--- config.mk ---
export PLATFORM = sky130hd
export DESIGN_NAME = adcctl_timing
export DESIGN_NICKNAME = d
export VERILOG_FILES = /design/src/common/adcctl_pkg.sv /design/src/adcctl_timing.sv /design/src/adcctl_clkdiv.sv
export SDC_FILE = /design/constraint.sdc
export NUM_CORES = 1
export LEC_CHECK = 0
export CORE_ASPECT_RATIO = 0.75
export CORE_MARGIN = 2
export CORE_UTILIZATION = 60
export DETAILED_ROUTE_END_ITERATION = 16
export DONT_BUFFER_PORTS = 1
export PLACE_DENSITY = 0.76
export SLEW_MARGIN = 30
export SYNTH_ARGS = -nofsm -noshare
export SYNTH_HDL_FRONTEND = slang
export SYNTH_SLANG_ARGS = --single-unit
--- constraint.sdc ---
create_clock -name clk -period 2.17 [get_ports clk]
set_clock_uncertainty 0.1 [all_clocks]
set_input_delay 0.1085 -clock clk [delete_from_list [all_inputs] [get_ports clk]]
set_output_delay 0.1085 -clock clk [all_outputs]
set_load 0.02 [all_outputs]
--- src/common/adcctl_pkg.sv ---
// package for the converter timing control: divider codes, phase counts, result layout
// assumes a single cpu clock domain and an external successive-approximation analog core
`default_nettype none
package adcctl_pkg;
  // divider select field position in the control word
  localparam int unsigned ADCCTL_DIVSEL_HI = 15;
  localparam int unsigned ADCCTL_DIVSEL_LO = 14;
  localparam logic [1:0] ADCCTL_DIVSEL_RESET = 2'h0;
  // basic clock periods per phase, cpu clock periods for the load phase
  localparam logic [4:0] ADCCTL_SAMPLE_BC = 5'h06;
  localparam logic [4:0] ADCCTL_TOTAL_BC = 5'h1E;
  localparam logic [4:0] ADCCTL_BITS_BC = 5'h18;  // total minus sample
  localparam logic [1:0] ADCCTL_LOAD_CPU = 2'h2;
  // result layout
  localparam int unsigned ADCCTL_RES_W = 10;
  localparam logic [9:0] ADCCTL_RES_ZERO = 10'h000;
  localparam logic [9:0] ADCCTL_RES_FULL = 10'h3FF;
  localparam logic [15:0] ADCCTL_RESREG_RESET = 16'h0000;
  localparam logic [15:0] ADCCTL_CTRL_RESET = 16'h0000;
  // clamp indication and comparator decision from the analog comparator front end
  typedef struct packed {
    logic belowGround;
    logic aboveRef;
    logic cmpOut;
  } adcctl_analog_t;
  // status toward the core
  typedef struct packed {
    logic sampleHold;
    logic busy;
    logic done;
  } adcctl_status_t;
endpackage
`default_nettype wire

--- src/adcctl_timing.sv ---
// converter timing control: sample phase, bit determination, result load and clamping
// assumes analog comparator inputs are synchronous to clk and the control word is written by the core
`default_nettype none
// Overview of operation
// RQ1: the basic clock is the cpu clock divided by 2, 4, 8 or 16 as bits 15 to 14 of the control word select.
// RQ2: the sample phase lasts six basic clock periods.
// RQ3: after sampling ends the held sample alone decides the result.
// RQ4: every conversion takes exactly 30 basic clock periods plus 2 cpu clock periods.
// RQ5: an input below ground gives 000 and one above the reference gives 3FF.
// RQ6: software keeps the basic clock between 0.5 and 4 MHz.
// RQ7: the 10-bit result sits in the low bits and is loaded only at the end of the conversion.
module adcctl_timing
  import adcctl_pkg::*;
(
  input wire logic clk,
  input wire logic rst_b,
  input wire logic ctrlWrite,
  input wire logic [15:0] ctrlData,
  input wire logic start,
  input wire adcctl_analog_t analog,
  output logic [15:0] converter_control_register,
  output logic [15:0] resultReg,
  output logic [ADCCTL_RES_W-1:0] dacTrial,
  output adcctl_status_t status
);
  typedef enum logic [1:0] {IDLE, SAMPLE, BITS, LOAD} adcctl_phase_t;

  typedef struct packed {
    adcctl_phase_t phase;
    logic [15:0] ctrl;
    logic [4:0] bcCnt;
    logic [1:0] cpuCnt;
    logic [ADCCTL_RES_W-1:0] sar;
    logic [ADCCTL_RES_W-1:0] trial;
    logic [3:0] bitIdx;
    logic clampLow;
    logic clampHigh;
    logic [15:0] result;
    adcctl_status_t stat;
  } adcctl_state_t;

  adcctl_state_t st;
  adcctl_state_t next_st;
  logic bcTick;
  logic running;
  logic [1:0] basic_clock_divider_select;

  assign basic_clock_divider_select = st.ctrl[ADCCTL_DIVSEL_HI:ADCCTL_DIVSEL_LO];
  assign running = (st.phase == SAMPLE) || (st.phase == BITS);

  // basic clock enable
  adcctl_clkdiv u_div (
    .clk(clk),
    .rst_b(rst_b),
    .run(running),
    .divSel(basic_clock_divider_select),
    .bcTick(bcTick)
  );

  // one-hot trial bit for a given bit index
  function automatic logic [ADCCTL_RES_W-1:0] bitMask(input logic [3:0] idx);
    bitMask = ADCCTL_RES_W'(1) << idx;
  endfunction

  // trial code after one decision: keep or drop the bit under test,
  // then raise the next lower bit unless the last one was just decided
  function automatic logic [ADCCTL_RES_W-1:0] nextTrial(
    input logic [ADCCTL_RES_W-1:0] sar,
    input logic [3:0] idx,
    input logic cmp
  );
    logic [ADCCTL_RES_W-1:0] kept;
    kept = cmp ? (sar | bitMask(idx)) : sar;
    if (idx == 4'h0)
      nextTrial = kept;
    else
      nextTrial = kept | bitMask(idx - 4'h1);
  endfunction

  // true on the final basic period of a phase of the given length
  function automatic logic lastTick(input logic [4:0] cnt, input logic [4:0] span);
    lastTick = (cnt == span - 5'h01);
  endfunction

  // result word for the load step: clamps win over the converted code,
  // and a level below ground wins over one above the reference
  function automatic logic [15:0] resultWord(
    input logic low,
    input logic high,
    input logic [ADCCTL_RES_W-1:0] code
  );
    logic [ADCCTL_RES_W-1:0] val;
    if (low)
      val = ADCCTL_RES_ZERO; // RQ5
    else if (high)
      val = ADCCTL_RES_FULL; // RQ5
    else
      val = code;
    resultWord = {6'h00, val}; // RQ7
  endfunction

  // timeline of one conversion with a divide by n, counted from the start edge:
  //   edge 0           start taken, busy and sample hold rise
  //   edges n to 6n    six basic ticks, the last one closes the sample phase
  //   edge 6n          clamp flags frozen, first trial code 200 shown
  //   edges 7n to 30n  twenty four basic ticks, a decision on every second one from 8n to 26n
  //   edge 30n         last basic tick, load phase entered
  //   edge 30n+2       result register loaded, done pulse, busy falls
  // so busy stands exactly 30 basic periods plus 2 cpu periods
  // hazard: the divider select must not change while busy,
  // or the phase lengths above no longer hold
  // note: a start while busy is dropped without any indication

  // phase sequencing
  always_comb
  begin
    next_st = st;
    next_st.stat.done = 1'b0;
    if (ctrlWrite)
      next_st.ctrl = ctrlData;
    unique case (st.phase)
      IDLE:
      begin
        if (start)
        begin
          next_st.phase = SAMPLE;
          next_st.bcCnt = 5'h00;
          next_st.sar = '0;
          next_st.clampLow = 1'b0;
          next_st.clampHigh = 1'b0;
          next_st.stat.busy = 1'b1;
          next_st.stat.sampleHold = 1'b1;
        end
      end
      SAMPLE:
      begin
        // track input range while the sample capacitor follows the pin
        next_st.clampLow = analog.belowGround;
        next_st.clampHigh = analog.aboveRef;
        if (bcTick)
        begin
          if (lastTick(st.bcCnt, ADCCTL_SAMPLE_BC)) // RQ2
          begin
            next_st.phase = BITS;
            next_st.bcCnt = 5'h00;
            next_st.bitIdx = 4'(ADCCTL_RES_W - 1);
            next_st.trial = bitMask(4'(ADCCTL_RES_W - 1));
            next_st.stat.sampleHold = 1'b0; // RQ3
          end
          else
            next_st.bcCnt = st.bcCnt + 5'h01;
        end
      end
      BITS:
      begin
        // ten decisions spread over the 24 remaining basic periods
        if (bcTick)
        begin
          next_st.bcCnt = st.bcCnt + 5'h01;
          if (st.bcCnt[0] && st.bitIdx != 4'hF)
          begin
            if (analog.cmpOut)
              next_st.sar = st.sar | bitMask(st.bitIdx); // RQ3
            next_st.bitIdx = st.bitIdx - 4'h1;
            next_st.trial = nextTrial(st.sar, st.bitIdx, analog.cmpOut); // RQ3
          end
          if (lastTick(st.bcCnt, ADCCTL_BITS_BC)) // RQ4
          begin
            next_st.phase = LOAD;
            next_st.cpuCnt = 2'h0;
          end
        end
      end
      LOAD:
      begin
        // two cpu cycles to load the result register
        if (st.cpuCnt == ADCCTL_LOAD_CPU - 2'h1) // RQ4
        begin
          next_st.phase = IDLE;
          next_st.stat.busy = 1'b0;
          next_st.stat.done = 1'b1;
          next_st.result = resultWord(st.clampLow, st.clampHigh, st.sar); // RQ5 RQ7
        end
        else
          next_st.cpuCnt = st.cpuCnt + 2'h1;
      end
    endcase
  end

  // state register
  always_ff @(posedge clk or negedge rst_b)
  begin
    if (!rst_b)
    begin
      st <= '0;
      st.phase <= IDLE;
      st.ctrl <= ADCCTL_CTRL_RESET;
      st.result <= ADCCTL_RESREG_RESET;
    end
    else
      st <= next_st;
  end

  assign converter_control_register = st.ctrl;
  assign resultReg = st.result;
  assign dacTrial = st.trial;
  assign status = st.stat;
endmodule
`default_nettype wire

--- src/adcctl_clkdiv.sv ---
// basic clock enable generator: one-cycle pulse every 2, 4, 8 or 16 cpu cycles
// assumes divider select is stable during a conversion
`default_nettype none
module adcctl_clkdiv
  import adcctl_pkg::*;
(
  input wire logic clk,
  input wire logic rst_b,
  input wire logic run,
  input wire logic [1:0] divSel,
  output logic bcTick
);
  typedef struct packed {
    logic [3:0] cnt;
    logic tick;
  } adcctl_div_t;

  adcctl_div_t st;
  adcctl_div_t next_st;
  logic [3:0] limit;

  // terminal count per selection: 2^(sel+1)-1
  always_comb
  begin
    limit = 4'((5'h02 << divSel) - 5'h01); // RQ1
    next_st = st;
    next_st.tick = 1'b0;
    // preload one so the first tick is sampled n cycles after the start edge
    if (!run)
    begin
      next_st.cnt = 4'h1; // RQ4
    end
    else if (st.cnt >= limit)
    begin
      next_st.cnt = 4'h0;
      next_st.tick = 1'b1; // RQ1
    end
    else
    begin
      next_st.cnt = st.cnt + 4'h1;
    end
  end

  // state register
  always_ff @(posedge clk or negedge rst_b)
  begin
    if (!rst_b)
      st <= '0;
    else
      st <= next_st;
  end

  assign bcTick = st.tick;
endmodule
`default_nettype wire

==> results of run 1 <==
==> layout by cell type (no fill, tap or decap), types with 5 or more instances in the layout <==
cell,count
dfrtp_1,69
nand2_1,29
inv_1,23
nor2_1,21
dlygate4sd3_1,21
mux2_2,19
ha_1,16
o31ai_1,13
a21oi_1,12
clkbuf_8,10
o21ai_0,9
buf_4,9
mux2i_1,7
mux2_4,7
a21o_1,6
nand3_1,6
nor2b_1,6
a31oi_1,6
conb_1,6
nand4b_1,5
==> worst paths after layout <==
kind | startpoint | to | slack, ns | cells past startpoint
max in group asynchronous | rst_b | st[47] | 1.49 | 2
min in group asynchronous | rst_b | st[49] | 0.19 | 2
hold / removal | analog[0] | st[39] | 0.12 | 3
setup / recovery | st[21] | dacTrial[4] | 0.12 | 6
hold reg to reg | st[46] | st[46] | 0.44 | 1
setup reg to reg | st[21] | dacTrial[4] | 0.12 | 6
==> logic make-up after synthesis <==
family	count (synthesis)	synth area share, %
other cells	1	0.0969
simple gates	85	11.5
compound gates	78	14.7
flops	69	44.6
mux	33	10.1
buf+inv	82	12.9
fa+ha+maj	16	5.17
xor+xnor	4	0.905
==> cell usage after synthesis, types with 6 or more instances <==
| cell type | n | area, um^2 |
|---|---|---|
| a21o_1 | 6 | 45.0 |
| a21oi_1 | 12 | 60.1 |
| a31oi_1 | 6 | 37.5 |
| buf_4 | 46 | 345 |
| clkbuf_1 | 7 | 26.3 |
| dfrtp_1 | 69 | 1730 |
| ha_1 | 16 | 200 |
| inv_1 | 23 | 86.3 |
| mux2_2 | 19 | 214 |
| mux2_4 | 7 | 105 |
| mux2i_1 | 7 | 70.1 |
| nand2_1 | 29 | 109 |
| nand3_1 | 6 | 30.0 |
| nor2_1 | 21 | 78.8 |
| nor2b_1 | 6 | 37.5 |
| o21ai_0 | 9 | 45.0 |
| o31ai_1 | 13 | 97.6 |
==> repair_timing <==
| item | in CTS | in global routing |
|---|---|---|
| hold buffers | 22 | 0 |
| endpoints found under the setup margin | 0 | 6 |
| resized for setup | 0 | 2 |
| hold endpoints to repair | 89 | 0 |
==> power by group through the flow <==
stage                     Combinational, uW  Clock [uW]  Sequential, uW
after floorplan                        2170           0            1860
after global placement                 1980           0            2230
after detailed placement               2020           0            2250
after CTS                              2100        1070            2220
after global routing                   2380        1140            2280
final                                  2130        1050            2220
==> per-stage QoR <==
stage	setup WS (ns)	instance area [um^2]	instances	power (uW)
2_1_floorplan	0.277	3890	373	4030
5_1_grt	0.0143	4080	441	5790
3_3_place_gp	0.193	3640	404	4210
6_report	0.122	4080	441	5410
4_1_cts	0.0762	4080	441	5400
3_5_place_dp	0.101	3640	404	4260
==> routing by layer <==
| layer | GRT usage, % | up-vias |
|---|---|---|
| li1 | - | 1211 |
| met1 | 31.5 | 1232 |
| met3 | 6.85 | 8 |
| met2 | 30.2 | 85 |
| met5 | 0 | - |
| met4 | 7.04 | 0 |
==> flip-flops by register name (all words and copies together), names as in the netlist <==
signal,count
converter_control_register,16
status,3
u_div.st,4
st,25
dacTrial,10
u_div.bcTick,1
resultReg,10
==> layout make-up <==
cell class / count / area [um^2] / area share [%]
clock buffer: 10 / 138 / 3.37
clock inverter: 5 / 60.1 / 1.47
inverter: 23 / 86.3 / 2.11
multi-input combinational: 222 / 1670 / 40.8
sequential: 69 / 1730 / 42.3
tap: 81 / 101 / 2.48
timing repair buffer: 31 / 305 / 7.48
==> worst max-delay path, cell delays in order (launching register included) <==
cell	delay (ns)
dfrtp_1	0.44
inv_1	0.13
ha_1	0.18
nor2b_1	0.34
o21bai_1	0.19
a41o_1	0.29
mux2_2	0.27
==> impl_results.html, run 1 <==
<table>
<tr><th>Metric</th><th>Value</th></tr>
<tr><th colspan="2">Timing</th></tr>
<tr><td>Total negative setup slack</td><td>0 ns</td></tr>
<tr><td>Setup violations, final</td><td>0</td></tr>
<tr><td>Fmax achieved</td><td>488 MHz</td></tr>
<tr><td>Fin crit share</td><td>94.4%</td></tr>
<tr><td>Tightest Pin Transition</td><td>0.720 ns</td></tr>
<tr><td>Pins over their slew limit</td><td>0</td></tr>
<tr><td>Max_slew headroom</td><td>51.8%</td></tr>
<tr><td>Minimum clock period after layout</td><td>2.05 ns</td></tr>
<tr><td>Final Hold Vio Count</td><td>0</td></tr>
<tr><td>Setup repair after global routing missed its margin</td><td>false</td></tr>
<tr><td>Worst Hold Slack</td><td>0.118 ns</td></tr>
<tr><th colspan="2">Logic synthesis</th></tr>
<tr><td>Total of warnings raised by yosys</td><td>0</td></tr>
<tr><td>Primary flip-flop cell chosen by synthesis mapping</td><td>dfrtp_1</td></tr>
<tr><td>Async SR Flop Fraction</td><td>100%</td></tr>
<tr><td>Number of cells produced by synthesis</td><td>368</td></tr>
<tr><td>Post-synthesis sequential element count</td><td>69</td></tr>
<tr><td>Average cell area after synthesis</td><td>10.5 um^2</td></tr>
<tr><td>Count of cell types in the netlist</td><td>53</td></tr>
<tr><td>Number of enable-type register cells in the synthesized netlist</td><td>0</td></tr>
<tr><td>Area of the mapped netlist</td><td>0.00387 mm^2</td></tr>
<tr><td>Seq/Total Area, Yosys</td><td>44.6%</td></tr>
<tr><th colspan="2">Global routing</th></tr>
<tr><td>Number of global-route vias before repair</td><td>2391</td></tr>
<tr><td>First-pass GRT wire length</td><td>12000 um</td></tr>
<tr><td>Antenna violations before repair</td><td>0</td></tr>
<tr><td>Global route overflow</td><td>0</td></tr>
<tr><td>Pin count of the biggest net entering global routing</td><td>70</td></tr>
<tr><td>Overall track demand over capacity in global routing</td><td>21.5%</td></tr>
<tr><th colspan="2">Die</th></tr>
<tr><td>Number of rows created at floorplan</td><td>25</td></tr>
<tr><td>Count of boundary I/O pins</td><td>68</td></tr>
<tr><td>Die boundary width</td><td>96.7 um</td></tr>
<tr><td>Area of the core</td><td>0.00626 mm^2</td></tr>
<tr><td>DIE AREA</td><td>0.00711 mm^2</td></tr>
<tr><td>Chip height</td><td>73.6 um</td></tr>
<tr><td>Initial core utilization</td><td>61.9%</td></tr>
<tr><th colspan="2">Run</th></tr>
<tr><td>Max-cap violations</td><td>0</td></tr>
<tr><th colspan="2">Power and ir drop</th></tr>
<tr><td>Internal power contribution</td><td>3120 uW</td></tr>
<tr><td>Areal power density over the cells</td><td>1320 mW/mm^2</td></tr>
<tr><td>Switching power share of the total</td><td>42.4%</td></tr>
<tr><td>Leakage power of the design</td><td>0.00186 uW</td></tr>
<tr><td>Portion of total power attributed to the clock network</td><td>19.5%</td></tr>
<tr><td>Fraction of power consumed by sequential logic</td><td>41.0%</td></tr>
<tr><td>Worst vdd ir</td><td>0.449 mV</td></tr>
<tr><td>Net switching power</td><td>2290 uW</td></tr>
<tr><td>Combinational fraction of design power</td><td>39.5%</td></tr>
<tr><th colspan="2">Clocking</th></tr>
<tr><td>Clk pin slew, worst setup/hold paths</td><td>0.08 ns</td></tr>
<tr><td>Clock buffer count from CTS</td><td>9</td></tr>
<tr><td>Root Driver</td><td>clkbuf_8</td></tr>
<tr><td>Latest clock arrival within the worst-skew pair</td><td>0.35 ns</td></tr>
<tr><td>Maximum count of clock buffers along a single path</td><td>2</td></tr>
<tr><td>Post-CTS Setup Inserts</td><td>0</td></tr>
<tr><td>Clock Sink Count</td><td>69</td></tr>
<tr><td>Clock tree from TritonCTS</td><td>built</td></tr>
<tr><td>Maximum level of the CTS H-tree</td><td>3</td></tr>
<tr><th colspan="2">Cells and area</th></tr>
<tr><td>Proportion of layout cells with a drive suffix above 1</td><td>18.1%</td></tr>
<tr><td>N_diodes</td><td>0</td></tr>
<tr><td>Post-layout nets</td><td>395</td></tr>
<tr><td>Filler cell count in the final layout</td><td>490</td></tr>
<tr><td>Final core utilization</td><td>65.3%</td></tr>
<tr><td>Area overhead of the layout relative to synthesis</td><td>5.50%</td></tr>
<tr><th colspan="2">Routing</th></tr>
<tr><td>Sum of routed wire segments on met1</td><td>3540 um</td></tr>
<tr><td>Sum of routed wire length over all layers</td><td>7300 um</td></tr>
<tr><td>Drt first-iter violations</td><td>188</td></tr>
<tr><td>TritonRoute pass-1 iters</td><td>5</td></tr>
<tr><td>Uppermost metal layer occupied by signal nets</td><td>met4</td></tr>
<tr><td>Length of routed met3 wiring</td><td>587 um</td></tr>
<tr><td>Via count of the routed design</td><td>2536</td></tr>
<tr><td>Via count normalized by instance count</td><td>5.75</td></tr>
<tr><td>Average routed wire per standard cell</td><td>16.6 um</td></tr>
<tr><td>DRC Markers</td><td>0</td></tr>
<tr><td>ANT nets after route</td><td>0</td></tr>
<tr><td>Detail Route met2 WL</td><td>3120 um</td></tr>
<tr><th colspan="2">Worst setup path</th></tr>
<tr><td>Category of the most critical setup path</td><td>reg2reg</td></tr>
<tr><td>Signal arrival time at the worst endpoint</td><td>2.19 ns</td></tr>
<tr><td>Kind of start point of the critical path</td><td>register</td></tr>
<tr><td>Required @ worst endpoint</td><td>2.31 ns</td></tr>
<tr><td>Worst Setup End Kind</td><td>register</td></tr>
<tr><td>Highest net fanout along the worst path</td><td>5</td></tr>
<tr><th colspan="2">Run status</th></tr>
<tr><td>Result of the run</td><td>completed</td></tr>
<tr><th colspan="2">Placement</th></tr>
<tr><td>Global placer's final weighted congestion</td><td>0.923</td></tr>
<tr><td>DP Wirelength</td><td>5060 um</td></tr>
<tr><td>Count of buffers inserted at the top-level ports</td><td>0</td></tr>
<tr><th colspan="2">Min path</th></tr>
<tr><td>Hold crit path type</td><td>in2reg</td></tr>
</table>
Note: power is estimated with default switching activity, not from simulation.
==> inputs of run 2 (changes only) <==
--- a/config.mk
+++ b/config.mk
@@ -7,10 +7,9 @@
 export LEC_CHECK = 0
 export CORE_ASPECT_RATIO = 0.75
 export CORE_MARGIN = 2
-export CORE_UTILIZATION = 60
+export CORE_UTILIZATION = 49
 export DETAILED_ROUTE_END_ITERATION = 16
 export DONT_BUFFER_PORTS = 1
-export PLACE_DENSITY = 0.76
 export SLEW_MARGIN = 30
 export SYNTH_ARGS = -nofsm -noshare
 export SYNTH_HDL_FRONTEND = slang
==> impl_results.html, run 2 (synthesis gave the netlist of run 1 again) <==
<table>
<tr><th>Metric</th><th>Value</th></tr>
<tr><th colspan="2">Clocking</th></tr>
<tr><td>Post-CTS Setup Inserts</td><td>0 (unchanged)</td></tr>
<tr><td>Clock tree from TritonCTS</td><td>built</td></tr>
<tr><td>Root Driver</td><td>clkbuf_8</td></tr>
<tr><td>Clock buffer count from CTS</td><td>9 (unchanged)</td></tr>
<tr><td>Clk pin slew, worst setup/hold paths</td><td>0.07 ns (about the same)</td></tr>
<tr><td>Maximum level of the CTS H-tree</td><td>3 (unchanged)</td></tr>
<tr><td>Maximum count of clock buffers along a single path</td><td>2 (unchanged)</td></tr>
<tr><td>Clock Sink Count</td><td>69 (unchanged)</td></tr>
<tr><td>Latest clock arrival within the worst-skew pair</td><td>0.35 ns (about the same)</td></tr>
<tr><th colspan="2">Timing</th></tr>
<tr><td>Fmax achieved</td><td>492 MHz (+0.68%)</td></tr>
<tr><td>Fin crit share</td><td>93.7% (-0.64 points)</td></tr>
<tr><td>Minimum clock period after layout</td><td>2.03 ns (-0.0138 ns)</td></tr>
<tr><td>Worst Hold Slack</td><td>0.107 ns (-0.0114 ns)</td></tr>
<tr><td>Setup violations, final</td><td>0 (unchanged)</td></tr>
<tr><td>Final Hold Vio Count</td><td>0 (unchanged)</td></tr>
<tr><td>Pins over their slew limit</td><td>0 (unchanged)</td></tr>
<tr><td>Setup repair after global routing missed its margin</td><td>false</td></tr>
<tr><td>Max_slew headroom</td><td>51.7% (-0.099 points)</td></tr>
<tr><td>Total negative setup slack</td><td>0 ns (unchanged)</td></tr>
<tr><td>Tightest Pin Transition</td><td>0.722 ns (+0.00148 ns)</td></tr>
<tr><th colspan="2">Routing</th></tr>
<tr><td>DRC Markers</td><td>0 (unchanged)</td></tr>
<tr><td>Drt first-iter violations</td><td>118 (-37%)</td></tr>
<tr><td>Via count normalized by instance count</td><td>5.27 (-8.4%)</td></tr>
<tr><td>TritonRoute pass-1 iters</td><td>4 (-1)</td></tr>
<tr><td>Sum of routed wire segments on met1</td><td>3810 um (+7.7%)</td></tr>
<tr><td>Via count of the routed design</td><td>2476 (-2.4%)</td></tr>
<tr><td>Detail Route met2 WL</td><td>3220 um (+3.0%)</td></tr>
<tr><td>Uppermost metal layer occupied by signal nets</td><td>met4</td></tr>
<tr><td>Length of routed met3 wiring</td><td>472 um (-20%)</td></tr>
<tr><td>Average routed wire per standard cell</td><td>16.2 um (-2.3%)</td></tr>
<tr><td>Sum of routed wire length over all layers</td><td>7600 um (+4.2%)</td></tr>
<tr><td>ANT nets after route</td><td>0 (unchanged)</td></tr>
<tr><th colspan="2">Cells and area</th></tr>
<tr><td>Proportion of layout cells with a drive suffix above 1</td><td>18.6% (+0.57 points)</td></tr>
<tr><td>Post-Layout Inst Area</td><td>0.00418 mm^2 (+2.5%)</td></tr>
<tr><td>Max FFs per register</td><td>25 (unchanged)</td></tr>
<tr><td>N_diodes</td><td>0 (unchanged)</td></tr>
<tr><td>Non-filler instance count after layout</td><td>470 (+6.6%)</td></tr>
<tr><td>Post-layout nets</td><td>399 (+1.0%)</td></tr>
<tr><td>Most common cell after layout, fill and taps aside</td><td>dfrtp_1</td></tr>
<tr><td>Register name with the most flops</td><td>st</td></tr>
<tr><td>Most used cells in the layout excluding fill and tap cells</td><td>69 x dfrtp_1, 29 x nand2_1, 23 x inv_1</td></tr>
<tr><td>Area overhead of the layout relative to synthesis</td><td>8.08%</td></tr>
<tr><th colspan="2">Power and ir drop</th></tr>
<tr><td>Portion of total power attributed to the clock network</td><td>22.4% (+2.9 points)</td></tr>
<tr><td>Worst vdd ir</td><td>0.461 mV (+2.7%)</td></tr>
<tr><td>Internal power contribution</td><td>3330 uW (+6.8%)</td></tr>
<tr><td>Combinational fraction of design power</td><td>38.3% (-1.2 points)</td></tr>
<tr><td>Net switching power</td><td>2310 uW (+1.0%)</td></tr>
<tr><td>Fraction of power consumed by sequential logic</td><td>39.3% (-1.7 points)</td></tr>
<tr><td>Areal power density over the cells</td><td>1350 mW/mm^2 (+1.8%)</td></tr>
<tr><td>Leakage power of the design</td><td>0.00191 uW (+2.3%)</td></tr>
<tr><td>Switching power share of the total</td><td>41.0% (-1.3 points)</td></tr>
<tr><th colspan="2">Placement</th></tr>
<tr><td>Global placer's final weighted congestion</td><td>0.870 (-5.8%)</td></tr>
<tr><td>Count of buffers inserted at the top-level ports</td><td>0 (unchanged)</td></tr>
<tr><td>DP Wirelength</td><td>5180 um (+2.4%)</td></tr>
<tr><td>Area post-placement</td><td>0.00370 mm^2 (+1.6%)</td></tr>
<tr><td>Number of instances in the placed design</td><td>432 (+6.9%)</td></tr>
<tr><th colspan="2">Worst setup path</th></tr>
<tr><td>Required @ worst endpoint</td><td>2.31 ns (about the same)</td></tr>
<tr><td>Signal arrival time at the worst endpoint</td><td>2.17 ns (-0.02 ns)</td></tr>
<tr><td>Worst reg2reg path depth</td><td>6 (unchanged)</td></tr>
<tr><td>Worst Setup End Kind</td><td>register</td></tr>
<tr><td>Highest net fanout along the worst path</td><td>5 (unchanged)</td></tr>
<tr><td>Kind of start point of the critical path</td><td>register</td></tr>
<tr><td>Category of the most critical setup path</td><td>reg2reg</td></tr>
<tr><th colspan="2">Global routing</th></tr>
<tr><td>First-pass GRT wire length</td><td>12400 um (+3.8%)</td></tr>
<tr><td>Pin count of the biggest net entering global routing</td><td>70 (unchanged)</td></tr>
<tr><td>Global route overflow</td><td>0 (unchanged)</td></tr>
<tr><td>Antenna violations before repair</td><td>0 (unchanged)</td></tr>
<tr><td>Number of global-route vias before repair</td><td>2401 (+0.42%)</td></tr>
<tr><td>Overall track demand over capacity in global routing</td><td>18.8% (-2.6 points)</td></tr>
<tr><th colspan="2">Die</th></tr>
<tr><td>Number of rows created at floorplan</td><td>28 (+12%)</td></tr>
<tr><td>Count of boundary I/O pins</td><td>68 (unchanged)</td></tr>
<tr><td>Die boundary width</td><td>107 um (+10%)</td></tr>
<tr><td>Initial core utilization</td><td>49.8% (-12 points)</td></tr>
<tr><td>Area of the core</td><td>0.00778 mm^2 (+24%)</td></tr>
<tr><td>Chip height</td><td>81.0 um (+10%)</td></tr>
<tr><td>DIE AREA</td><td>0.00863 mm^2 (+21%)</td></tr>
<tr><th colspan="2">Min path</th></tr>
<tr><td>Hold crit path type</td><td>in2reg</td></tr>
<tr><td>Instance count along the most critical hold path</td><td>3 (unchanged)</td></tr>
<tr><th colspan="2">Run status</th></tr>
<tr><td>Result of the run</td><td>completed</td></tr>
<tr><th colspan="2">Run</th></tr>
<tr><td>Max-cap violations</td><td>0 (unchanged)</td></tr>
</table>
run 2: cell types whose count changed in the layout (fill, tap and decap cells not counted), sizes merged:
cell    delta
inv        -1
buf        +4
bufinv     +2
run 2: repair_timing:
action	CTS	global route
gates resized for setup	0	1
endpoints found under the setup margin	0	5
hold buffers	22	0
hold endpoints to repair	89	0
run 2: layout make-up:
class | count | area (um^2)
Fill cell | 708 | 3590
Timing Repair Buffer | 35 | 335
Inverter | 23 | 86.3
Clock inverter | 6 | 111
Tap cell | 105 | 131
Clock buffer | 10 | 128
Sequential cell | 69 | 1730
Multi-Input combinational cell | 222 | 1660
run 2: metrics by stage:
stage,setup slack (ns),total power [uW],util [%]
after global placement,0.182,4280,47.6
after global routing,0.0332,6040,53.8
after detailed placement,0.125,4300,47.6
after CTS,0.0951,5670,53.7
after floorplan,0.277,4030,-
final,0.136,5640,53.8
run 2: power by group through the flow:
stage                     clock network [uW]  registers [uW]  logic [uW]
final                                   1260            2210        2160
after global routing                    1360            2270        2400
after CTS                               1310            2220        2150
after detailed placement                   0            2240        2060
after global placement                     0            2230        2050
after floorplan                            0            1860        2170
run 2: critical path, stage by stage, from the launching register on:
cell     delay, ns
dfrtp_1       0.44
ha_1          0.25
buf_4         0.16
and4b_1       0.19
o21ai_0       0.35
o31ai_1       0.16
mux2_4        0.28
run 2: path summary, 6_finish.rpt:
check	to	slack, ns	start
worst max-delay path	dacTrial[7]	0.14	st[21]
worst min-delay path	st[41]	0.11	analog[0]
worst max register to register	dacTrial[7]	0.14	st[21]
worst min register to register	st[46]	0.44	st[46]
max in group asynchronous	u_div.st[4]	1.44	rst_b
min in group asynchronous	st[47]	0.22	rst_b
run 2: metal layers:
metal / global-route usage [%] / vias to the layer above
li1: - / 1218
met1: 26.5 / 1182
met2: 27.2 / 65
met3: 5.78 / 11
met4: 7.27 / 0
met5: 0 / -
==> inputs of run 3 (changes only) <==
--- a/config.mk
+++ b/config.mk
@@ -7,9 +7,11 @@
 export LEC_CHECK = 0
 export CORE_ASPECT_RATIO = 0.75
 export CORE_MARGIN = 2
-export CORE_UTILIZATION = 49
+export CORE_UTILIZATION = 55
+export CTS_BUF_LIST = sky130_fd_sc_hd__clkbuf_4 sky130_fd_sc_hd__clkbuf_8 sky130_fd_sc_hd__clkbuf_16
 export DETAILED_ROUTE_END_ITERATION = 16
 export DONT_BUFFER_PORTS = 1
+export PLACE_DENSITY = 0.7
 export SLEW_MARGIN = 30
 export SYNTH_ARGS = -nofsm -noshare
 export SYNTH_HDL_FRONTEND = slang
==> constraint.sdc (replaced) <==
create_clock -name clk -period 2.17 [get_ports clk]
set_clock_uncertainty 0.1 [all_clocks]
set_input_delay 0.217 -clock clk [delete_from_list [all_inputs] [get_ports clk]]
set_output_delay 0.217 -clock clk [all_outputs]
set_load 0.02 [all_outputs]
==> impl_results.html, run 3 (synthesis gave the netlist of run 1 again) <==
<table>
<tr><th>Metric</th><th>Value</th></tr>
<tr><th colspan="2">Global routing</th></tr>
<tr><td>Pin count of the biggest net entering global routing</td><td>70 (unchanged)</td></tr>
<tr><td>First-pass GRT wire length</td><td>12800 um (+2.8%)</td></tr>
<tr><td>Number of global-route vias before repair</td><td>2530 (+5.4%)</td></tr>
<tr><td>Overall track demand over capacity in global routing</td><td>21.2% (+2.4 points)</td></tr>
<tr><td>Global route overflow</td><td>0 (unchanged)</td></tr>
<tr><td>Antenna violations before repair</td><td>0 (unchanged)</td></tr>
<tr><th colspan="2">Timing</th></tr>
<tr><td>Max_slew headroom</td><td>48.9% (-2.9 points)</td></tr>
<tr><td>Total negative setup slack</td><td>0 ns (unchanged)</td></tr>
<tr><td>Worst Slack Setup Final</td><td>0.110 ns (-0.0257 ns)</td></tr>
<tr><td>Pins over their slew limit</td><td>0 (unchanged)</td></tr>
<tr><td>Minimum clock period after layout</td><td>2.06 ns (+0.0257 ns)</td></tr>
<tr><td>Fmax achieved</td><td>485 MHz (-1.2%)</td></tr>
<tr><td>Tightest Pin Transition</td><td>0.764 ns (+0.0426 ns)</td></tr>
<tr><td>Setup repair after global routing missed its margin</td><td>false</td></tr>
<tr><td>Final Hold Vio Count</td><td>0 (unchanged)</td></tr>
<tr><td>Fin crit share</td><td>94.9% (+1.2 points)</td></tr>
<tr><td>Setup violations, final</td><td>0 (unchanged)</td></tr>
<tr><th colspan="2">Cells and area</th></tr>
<tr><td>Area overhead of the layout relative to synthesis</td><td>6.21%</td></tr>
<tr><td>Most used cells in the layout excluding fill and tap cells</td><td>69 x dfrtp_1, 29 x nand2_1, 23 x inv_1</td></tr>
<tr><td>Filler cell count in the final layout</td><td>550 (-22%)</td></tr>
<tr><td>Final core utilization</td><td>60.5% (+6.7 points)</td></tr>
<tr><td>Most common cell after layout, fill and taps aside</td><td>dfrtp_1</td></tr>
<tr><td>N_diodes</td><td>0 (unchanged)</td></tr>
<tr><td>Max FFs per register</td><td>25 (unchanged)</td></tr>
<tr><td>Register name with the most flops</td><td>st</td></tr>
<tr><td>Proportion of layout cells with a drive suffix above 1</td><td>18.5% (-0.12 points)</td></tr>
<tr><td>Post-layout nets</td><td>396 (-0.75%)</td></tr>
<tr><th colspan="2">Clocking</th></tr>
<tr><td>Clock buffer count from CTS</td><td>9 (unchanged)</td></tr>
<tr><td>Clock tree from TritonCTS</td><td>built</td></tr>
<tr><td>Maximum level of the CTS H-tree</td><td>3 (unchanged)</td></tr>
<tr><td>Root Driver</td><td>clkbuf_8</td></tr>
<tr><td>Maximum count of clock buffers along a single path</td><td>2 (unchanged)</td></tr>
<tr><td>Clock Sink Count</td><td>69 (unchanged)</td></tr>
<tr><td>Clk pin slew, worst setup/hold paths</td><td>0.07 ns (about the same)</td></tr>
<tr><td>Latest clock arrival within the worst-skew pair</td><td>0.35 ns (about the same)</td></tr>
<tr><th colspan="2">Routing</th></tr>
<tr><td>Sum of routed wire segments on met1</td><td>3790 um (-0.50%)</td></tr>
<tr><td>DRC Markers</td><td>0 (unchanged)</td></tr>
<tr><td>Via count of the routed design</td><td>2535 (+2.4%)</td></tr>
<tr><td>ANT nets after route</td><td>0 (unchanged)</td></tr>
<tr><td>Via count normalized by instance count</td><td>5.68 (+7.9%)</td></tr>
<tr><td>Sum of routed wire length over all layers</td><td>7600 um (about the same)</td></tr>
<tr><td>Average routed wire per standard cell</td><td>17.0 um (+5.3%)</td></tr>
<tr><td>Drt first-iter violations</td><td>141 (+19%)</td></tr>
<tr><td>Length of routed met3 wiring</td><td>417 um (-12%)</td></tr>
<tr><td>TritonRoute pass-1 iters</td><td>4 (unchanged)</td></tr>
<tr><td>Uppermost metal layer occupied by signal nets</td><td>met4</td></tr>
<tr><td>Detail Route met2 WL</td><td>3290 um (+2.3%)</td></tr>
<tr><th colspan="2">Die</th></tr>
<tr><td>DIE AREA</td><td>0.00773 mm^2 (-10%)</td></tr>
<tr><td>Area of the core</td><td>0.00680 mm^2 (-13%)</td></tr>
<tr><td>Die boundary width</td><td>101 um (-5.4%)</td></tr>
<tr><td>Chip height</td><td>76.6 um (-5.3%)</td></tr>
<tr><td>Initial core utilization</td><td>56.9% (+7.2 points)</td></tr>
<tr><td>Count of boundary I/O pins</td><td>68 (unchanged)</td></tr>
<tr><td>Number of rows created at floorplan</td><td>26 (-7.1%)</td></tr>
<tr><th colspan="2">Worst setup path</th></tr>
<tr><td>Highest net fanout along the worst path</td><td>5 (unchanged)</td></tr>
<tr><td>Required @ worst endpoint</td><td>2.31 ns (about the same)</td></tr>
<tr><td>Category of the most critical setup path</td><td>reg2reg</td></tr>
<tr><td>Kind of start point of the critical path</td><td>register</td></tr>
<tr><td>Worst Setup End Kind</td><td>register</td></tr>
<tr><td>Signal arrival time at the worst endpoint</td><td>2.20 ns (+0.03 ns)</td></tr>
<tr><td>Worst reg-to-reg setup slack</td><td>0.11 ns (-0.03 ns)</td></tr>
<tr><th colspan="2">Min path</th></tr>
<tr><td>Hold crit path type</td><td>in2reg</td></tr>
<tr><th colspan="2">Power and ir drop</th></tr>
<tr><td>Leakage power of the design</td><td>0.00188 uW (-1.7%)</td></tr>
<tr><td>Worst vdd ir</td><td>0.391 mV (-15%)</td></tr>
<tr><td>Areal power density over the cells</td><td>1330 mW/mm^2 (-1.3%)</td></tr>
<tr><th colspan="2">Placement</th></tr>
<tr><td>DP Wirelength</td><td>5180 um (+0.13%)</td></tr>
<tr><td>Count of buffers inserted at the top-level ports</td><td>0 (unchanged)</td></tr>
<tr><td>Post-Place Worst Slack</td><td>0.122 ns (-0.00251 ns)</td></tr>
<tr><td>Global placer's final weighted congestion</td><td>0.865 (-0.60%)</td></tr>
<tr><th colspan="2">Run</th></tr>
<tr><td>Max-cap violations</td><td>0 (unchanged)</td></tr>
<tr><th colspan="2">Run status</th></tr>
<tr><td>Result of the run</td><td>completed</td></tr>
</table>
[run 3: layout make-up]
class,count,area (um^2),share of cell area [%]
clock buffer,10,138,3.35
inverter,23,86.3,2.10
tap,84,105,2.56
sequential,69,1730,42.0
timing repair buffer,32,313,7.61
multi-input combinational,222,1670,40.7
clock inverter,6,68.8,1.67
[run 3: worst paths after layout]
check	to	from	cells past startpoint
max in group asynchronous	st[20]	rst_b	2
min in group asynchronous	st[48]	rst_b	2
setup reg to reg	dacTrial[4]	st[21]	6
setup / recovery	dacTrial[4]	st[21]	6
hold / removal	st[41]	analog[0]	3
hold reg to reg	st[46]	st[46]	1
[run 3: through the flow]
step | hold WS, ns | cell area [um^2] | std cells | power (uW)
2_1_floorplan | -0.179 | 3890 | 373 | 4030
6_report | 0.209 | 4110 | 446 | 5470
3_5_place_dp | -0.175 | 3650 | 408 | 4270
3_3_place_gp | -0.177 | 3650 | 408 | 4220
4_1_cts | 0.196 | 4100 | 446 | 5440
5_1_grt | 0.215 | 4110 | 446 | 5840
[run 3: timing repair]
item | 4_1_cts | 5_1_grt
setup buffers | 0 | 0
resized for setup | 0 | 3
hold endpoints to repair | 89 | 0
hold buffers | 22 | 0
endpoints found under the setup margin | 0 | 12
[run 3: critical path: stages, from the launching register on]
cell      delay (ns)
dfrtp_1         0.44
inv_1           0.15
ha_1            0.24
nor2b_1         0.30
o21bai_1        0.17
a41o_1          0.27
mux2_2          0.27
[run 3: layer usage]
| metal | GRT usage, % | vias to the layer above |
|---|---|---|
| met5 | 0 | - |
| met4 | 5.48 | 0 |
| met3 | 8.07 | 12 |
| met2 | 30.9 | 80 |
| met1 | 29.6 | 1228 |
| li1 | - | 1215 |
[run 3: power breakdown]
group	switching (uW)	leakage [uW]	internal (uW)	total [uW]
Clock	514	0.000103	569	1080
Combinational	1250	0.000897	925	2170
Sequential	574	0.000876	1640	2210
Total	2340	0.00188	3130	5470
